--- src/design/dram_bank_pkg.sv ---
// constants for the banked dram timing controller
`default_nettype none
package dram_bank_pkg;
  // io port map
  localparam logic [7:0]  PORT_BANK_CTRL   = 8'h92;
  localparam logic [7:0]  PORT_BANK_STATUS = 8'h94;
  localparam logic [7:0]  PORT_BAUD_STATUS = 8'h95;
  // bank control fields
  localparam int          BANK_EN_BIT      = 7;
  localparam int          BANK_HALF_BIT    = 1;
  localparam logic        BANK_EN_RST      = 1'b0;
  localparam logic        BANK_HALF_RST    = 1'b0;
  // banked window in logical space
  localparam logic [15:0] WIN_LO           = 16'h4000;
  localparam logic [15:0] WIN_HI           = 16'hbfff;
  // ram geometry
  localparam int          MA_W             = 8;
  localparam int          ROWS             = 2;
  localparam int          ROW_LOWER        = 0;
  localparam int          ROW_UPPER        = 1;
  // idle values
  localparam logic [7:0]  BYTE_RST         = 8'h00;
  localparam logic [1:0]  STROBES_IDLE     = 2'h3;
endpackage
`default_nettype wire

--- src/design/banked_dram_timing_controller.sv ---
// dram row/column strobe timing, address multiplexing and bank ports
`default_nettype none
module banked_dram_timing_controller
  import dram_bank_pkg::*;
(
  // clock and reset
  input  wire logic             ref_clk,
  input  wire logic             rst_n,
  // cpu bus pins
  input  wire logic             cpu_clk,
  input  wire logic             mreq_n,
  input  wire logic             iorq_n,
  input  wire logic             rd_n,
  input  wire logic             wr_n,
  input  wire logic             rfsh_n,
  input  wire logic [15:0]      addr,
  input  wire logic [7:0]       data_i,
  output logic      [7:0]       data_o,
  output logic                  data_oe,
  // baud latch contents
  input  wire logic [7:0]       baud_setting,
  // ram array
  output logic                  ras_n,
  output logic                  mux_sel,
  output logic      [MA_W-1:0]  ma_lower,
  output logic      [MA_W-1:0]  ma_upper,
  output logic      [ROWS-1:0]  cas_n,
  output logic      [ROWS-1:0]  we_n
);

  ////////////////////////////////////////////////////////////////////////
  // two-stage synchronisers for every cpu bus and baud input pin
  logic [5:0]  ctl_s1_r;
  logic [5:0]  ctl_s2_r;
  logic [15:0] addr_s1_r;
  logic [15:0] addr_s2_r;
  logic [7:0]  data_s1_r;
  logic [7:0]  data_s2_r;
  logic [7:0]  baud_s1_r;
  logic [7:0]  baud_s2_r;
  logic        clk_d_r;
  logic        io_wr_d_r;
  logic        io_rd_d_r;

  always_ff @(posedge ref_clk or negedge rst_n)
  begin
    if (!rst_n)
    begin
      ctl_s1_r  <= 6'h1f;
      ctl_s2_r  <= 6'h1f;
      addr_s1_r <= 16'h0000;
      addr_s2_r <= 16'h0000;
      data_s1_r <= BYTE_RST;
      data_s2_r <= BYTE_RST;
      baud_s1_r <= BYTE_RST;
      baud_s2_r <= BYTE_RST;
    end
    else
    begin
      ctl_s1_r  <= {cpu_clk, mreq_n, iorq_n, rd_n, wr_n, rfsh_n};
      ctl_s2_r  <= ctl_s1_r;
      addr_s1_r <= addr;
      addr_s2_r <= addr_s1_r;
      data_s1_r <= data_i;
      data_s2_r <= data_s1_r;
      baud_s1_r <= baud_setting;
      baud_s2_r <= baud_s1_r;
    end
  end

  wire logic clk_s   = ctl_s2_r[5];
  wire logic mreq_s  = ctl_s2_r[4];
  wire logic iorq_s  = ctl_s2_r[3];
  wire logic rd_s    = ctl_s2_r[2];
  wire logic wr_s    = ctl_s2_r[1];
  wire logic rfsh_s  = ctl_s2_r[0];

  wire logic clk_rise = clk_s & ~clk_d_r;
  wire logic clk_fall = ~clk_s & clk_d_r;

  ////////////////////////////////////////////////////////////////////////
  // memory decode
  function automatic logic in_window(input logic [15:0] a);
    in_window = (a >= WIN_LO) && (a <= WIN_HI);
  endfunction

  logic        bank_en_r;
  logic        bank_half_r;
  logic        req_lat_r;
  logic        cas_en_n_r;
  logic [15:0] win_off;
  logic        sel_upper;

  // 16-bit logical address, full 64k span
  assign sel_upper = bank_en_r & in_window(addr_s2_r);
  assign win_off   = addr_s2_r - WIN_LO;

  // decoder selects a row only inside a memory cycle, never in refresh
  wire logic            dec_en  = ~mreq_s & rfsh_s;
  wire logic [ROWS-1:0] row_sel = !dec_en ? 2'b00 : sel_upper ? 2'b10 : 2'b01;

  ////////////////////////////////////////////////////////////////////////
  // strobe timing
  wire logic req_lat_nxt = !rfsh_s ? 1'b0 :
                           clk_rise ? ~mreq_s : req_lat_r;
  wire logic cas_en_nxt  = clk_fall ? ~req_lat_r : cas_en_n_r;

  // one column strobe per data byte row
  wire logic [ROWS-1:0] cas_nxt = {ROWS{cas_en_n_r}} | ~row_sel;
  wire logic [ROWS-1:0] we_nxt  = {ROWS{wr_s | mreq_s}} | ~row_sel;

  always_ff @(posedge ref_clk or negedge rst_n)
  begin
    if (!rst_n)
    begin
      clk_d_r    <= 1'b0;
      req_lat_r  <= 1'b0;
      cas_en_n_r <= 1'b1;
      cas_n      <= STROBES_IDLE;
      we_n       <= STROBES_IDLE;
    end
    else
    begin
      clk_d_r    <= clk_s;
      req_lat_r  <= req_lat_nxt;
      cas_en_n_r <= cas_en_nxt;
      cas_n      <= cas_nxt;
      we_n       <= we_nxt;
    end
  end

  // row strobe tracks the request, no cpu clock edge needed
  assign ras_n   = mreq_s;
  assign mux_sel = req_lat_r;

  // row then column; upper row column msb from held bank bit
  assign ma_lower = mux_sel ? addr_s2_r[15:8] : addr_s2_r[7:0];
  assign ma_upper = mux_sel ? {bank_half_r, win_off[14:8]} : addr_s2_r[7:0];

  ////////////////////////////////////////////////////////////////////////
  // io ports
  wire logic io_wr    = ~iorq_s & ~wr_s;
  wire logic io_rd    = ~iorq_s & ~rd_s;
  wire logic wr_start = io_wr & ~io_wr_d_r;
  wire logic hit_ctrl = addr_s2_r[7:0] == PORT_BANK_CTRL;
  wire logic hit_stat = addr_s2_r[7:0] == PORT_BANK_STATUS;
  wire logic hit_baud = addr_s2_r[7:0] == PORT_BAUD_STATUS;

  logic [7:0] status_byte;
  always_comb
  begin
    status_byte                = BYTE_RST;
    status_byte[BANK_EN_BIT]   = bank_en_r;
    status_byte[BANK_HALF_BIT] = bank_half_r;
  end

  wire logic [7:0] rd_nxt = hit_stat ? status_byte :
                            baud_s2_r;

  always_ff @(posedge ref_clk or negedge rst_n)
  begin
    if (!rst_n)
    begin
      bank_en_r   <= BANK_EN_RST;
      bank_half_r <= BANK_HALF_RST;
      io_wr_d_r   <= 1'b0;
      io_rd_d_r   <= 1'b0;
      data_o      <= BYTE_RST;
      data_oe     <= 1'b0;
    end
    else
    begin
      io_wr_d_r <= io_wr;
      io_rd_d_r <= io_rd;
      if (wr_start && hit_ctrl)
      begin
        bank_en_r   <= data_s2_r[BANK_EN_BIT];
        bank_half_r <= data_s2_r[BANK_HALF_BIT];
      end
      data_oe <= io_rd & (hit_stat | hit_baud);
      if (io_rd)
        data_o <= rd_nxt;
    end
  end
endmodule
`default_nettype wire

--- config.mk ---
export PLATFORM = sky130hd
export DESIGN_NAME = banked_dram_timing_controller
export DESIGN_NICKNAME = d
export VERILOG_FILES = /design/src/design/dram_bank_pkg.sv /design/src/design/banked_dram_timing_controller.sv
export SDC_FILE = /design/constraint.sdc
export NUM_CORES = 1
export LEC_CHECK = 0
export ABC_AREA = 1
export BUFFER_PORTS_ARGS = -buffer_cell sky130_fd_sc_hd__buf_2
export CAP_MARGIN = 20
export CORE_ASPECT_RATIO = 1.2
export CORE_MARGIN = 1
export CORE_UTILIZATION = 40
export CTS_CLUSTER_SIZE = 10
export DETAILED_ROUTE_END_ITERATION = 10
export PLACE_DENSITY = 0.66
export SLEW_MARGIN = 20
export SYNTH_ARGS = -nofsm -noshare
export SYNTH_HDL_FRONTEND = slang
export SYNTH_SLANG_ARGS = --single-unit
--- constraint.sdc ---
create_clock -name ref_clk -period 0.9 [get_ports ref_clk]
set_input_delay 0.09 -clock ref_clk [delete_from_list [all_inputs] [get_ports ref_clk]]
set_output_delay 0.09 -clock ref_clk [all_outputs]
set_load 0.01 [all_outputs]
==> flow_summary.ini <==
[grt]
antenna_found_initial = 0
grt_start_max_net_pins = 25
track_usage_pct = 15.5
gr-total-overflow = 0
grt_pass1_wl_um = 8100
grt_pass1_vias = 1881

[yosys]
synthXorXnorAreaFrac_pct = 0
synth-seq-cells = 83
synthCells = 197
ys_seq_area_share_pct = 79.2
synth_top_family_by_area = simple AND/OR/NAND/NOR gates
synth_area_mm2 = 0.00265
synthSimpleGateAreaFrac_pct = 12.4
synth-compound-area-share_pct = 2.70
yosys_warnings = 0
postSynthAreaPerCell_um2 = 13.4
synth_cell_types = 20
muxShareOfSynthArea_pct = 0
synthAdderAreaFrac_pct = 0.473
synth_fp_nets = 238

[hold_path]
hp-class = input port to async pin

[routing]
drc = 0
drt-initial-drc-count = 72
postRouteWirelength_um = 4690
dr.pass1.iters = 4
wl_per_cell_um = 11.3
antenna_left = 0
dr_total_vias = 1739
via_per_inst = 4.19

[critical_path]
critPathMaxFanout = 8
startpoint_type = flop
worstPathRequired_ps = 810
path_class = flop to output port
arrival_ps = 1250
r2r_slack_ps = -180
endpoint_kind = output port

[placement]
placedCellCount = 354
portBuffers = 64
post-place-ws_ps = -196
dpl.hpwl_um = 3070
gp_congestion = 0.731

[clock_tree]
clk_path_buf_depth = 2
path_clk_slew_ps = 80
cts_tree = built
cts.sinks = 83
cts_buffers = 9
clockRootBuffer = clkbuf_8
worstSkewPairLatency_ps = 350
htreeDepth = 3

[die]
die_x_um = 76.2
core_mm2 = 0.00641
start_util_pct = 41.3
die_area_mm2 = 0.00694
pin_count = 71
num_rows = 32
die_h_um = 91.1

[outcome]
status = finished with violations
failed_checks = negative setup slack

[pwr]
ir_worst_vdd_mv = 1.12
p_leak_uw = 0.00201
power.density_mw_per_mm2 = 2000
power_uw = 8160

[timing]
min_period_ps = 1340
holdWs_ps = 113
worst_pin_slew_ps = 233
max_freq_ghz = 0.747
finalSetupViolCount = 47
hold_viol = 0
finalCritPeriodShare_pct = 149
slew_viol_final = 0
grt_setup_unrepaired = yes
timing.final.ws_setup_ps = -438
slew-limit-headroom_pct = 84.4
skew_ps = 4.64

[final_layout]
antenna_cells = 0
drive_gt1_share_pct = 53.6
areaGrowthSynthToFinish_pct = 54.2
final_cell_mix = dfrtp_1, buf_2, dlygate4sd3_1
layout_commonest_cell = dfrtp_1
finalNonFillerCells = 415
nNetsFinal = 366

[run]
cap_violations = 0
-- per-layer routing --
layer | routed length (um) | track usage [%] | part of all wire (%)
met5 | 0 | 0 | 0
met4 | 146 | 9.13 | 3.1
met3 | 163 | 4.02 | 3.5
met2 | 2530 | 25.4 | 54
met1 | 1850 | 18.3 | 40
-- through the flow --
| step | instance area [um2] | TNS, ps | util, % |
|---|---|---|---|
| after detailed placement | 3260 | -3590 | 50.9 |
| final | 4080 | -10050 | 63.7 |
| after floorplan | 2770 | -1290 | - |
| after CTS | 3970 | -10610 | 62.0 |
| after global placement | 3260 | -3020 | 50.9 |
| after global routing | 4080 | -12420 | 63.7 |
-- area by class of cell --
class | count | area, um2
Clock buffer | 10 | 138
Clock inverter | 6 | 113
Fill cell | 511 | 2330
Inverter | 23 | 86.3
Multi-Input combinational cell | 84 | 603
Sequential cell | 83 | 2100
Tap cell | 85 | 106
Timing Repair Buffer | 124 | 935
-- report_power, final --
part	switching, uW	total (uW)	internal [uW]
sequential	93.5	4060	3970
combinational	450	915	466
clock	1260	3180	1920
-- critical path: stages, from the launching register on --
cell,delay [ps]
dfrtp_2,430
inv_2,110
nand2_1,80
o21ai_0,110
buf_2,170
-- cell usage after synthesis --
cell     count  area (um2)
inv_1       21        78.8
o21ai_0     11        55.1
a21oi_1      2        10.0
buf_4        6        45.0
or2_2        1        6.26
buf_2        1        5.00
nand4_1      1        6.26
nor2_1       4        15.0
nand2_1     41         154
inv_2        2        7.51
nand3_1     13        65.1
ha_1         1        12.5
a31oi_1      1        6.26
dfrtp_1     68        1700
nor2_4       2        22.5
nand2_2      3        18.8
nor3_1       2        10.0
dfstp_2     15         394
nand2_4      1        11.3
nor2_8       1        20.0
-- flip-flops by register name, summed over array words and instances (netlist names), 2 cells and up --
| signal | count |
|---|---|
| addr_s1_r | 16 |
| addr_s2_r | 16 |
| baud_s1_r | 8 |
| baud_s2_r | 8 |
| cas_n | 2 |
| ctl_s1_r | 6 |
| ctl_s2_r | 6 |
| data_o | 8 |
| data_s1_r | 2 |
| data_s2_r | 2 |
| we_n | 2 |
-- cells by family after synthesis --
logic type | Yosys count
simple gates | 69
fa+ha+maj | 1
compound gates | 14
flops | 83
buf+inv | 30
-- final timing paths --
check / startpoint / to / cells past startpoint
min in group ref_clk: data_s1_r[7] / data_s2_r[7] / 0
hold reg to reg: data_s1_r[7] / data_s2_r[7] / 0
setup / recovery: mux_sel / ma_upper[6] / 4
setup reg to reg: addr_s2_r[2] / data_o[7] / 7
hold / removal: rst_n / ctl_s1_r[5] / 2
max in group asynchronous: rst_n / ctl_s1_r[2] / 3
-- timing repair --
| action | CTS | global route |
|---|---|---|
| setup endpoints to repair | 47 | 47 |
| hold buffers | 33 | 0 |
| resized for setup | 18 | 22 |
| endpoints found under the hold margin | 113 | 0 |
| buffers inserted | 9 | 3 |
| pin swaps | 3 | 5 |
Power figures use the tool's default switching activity.
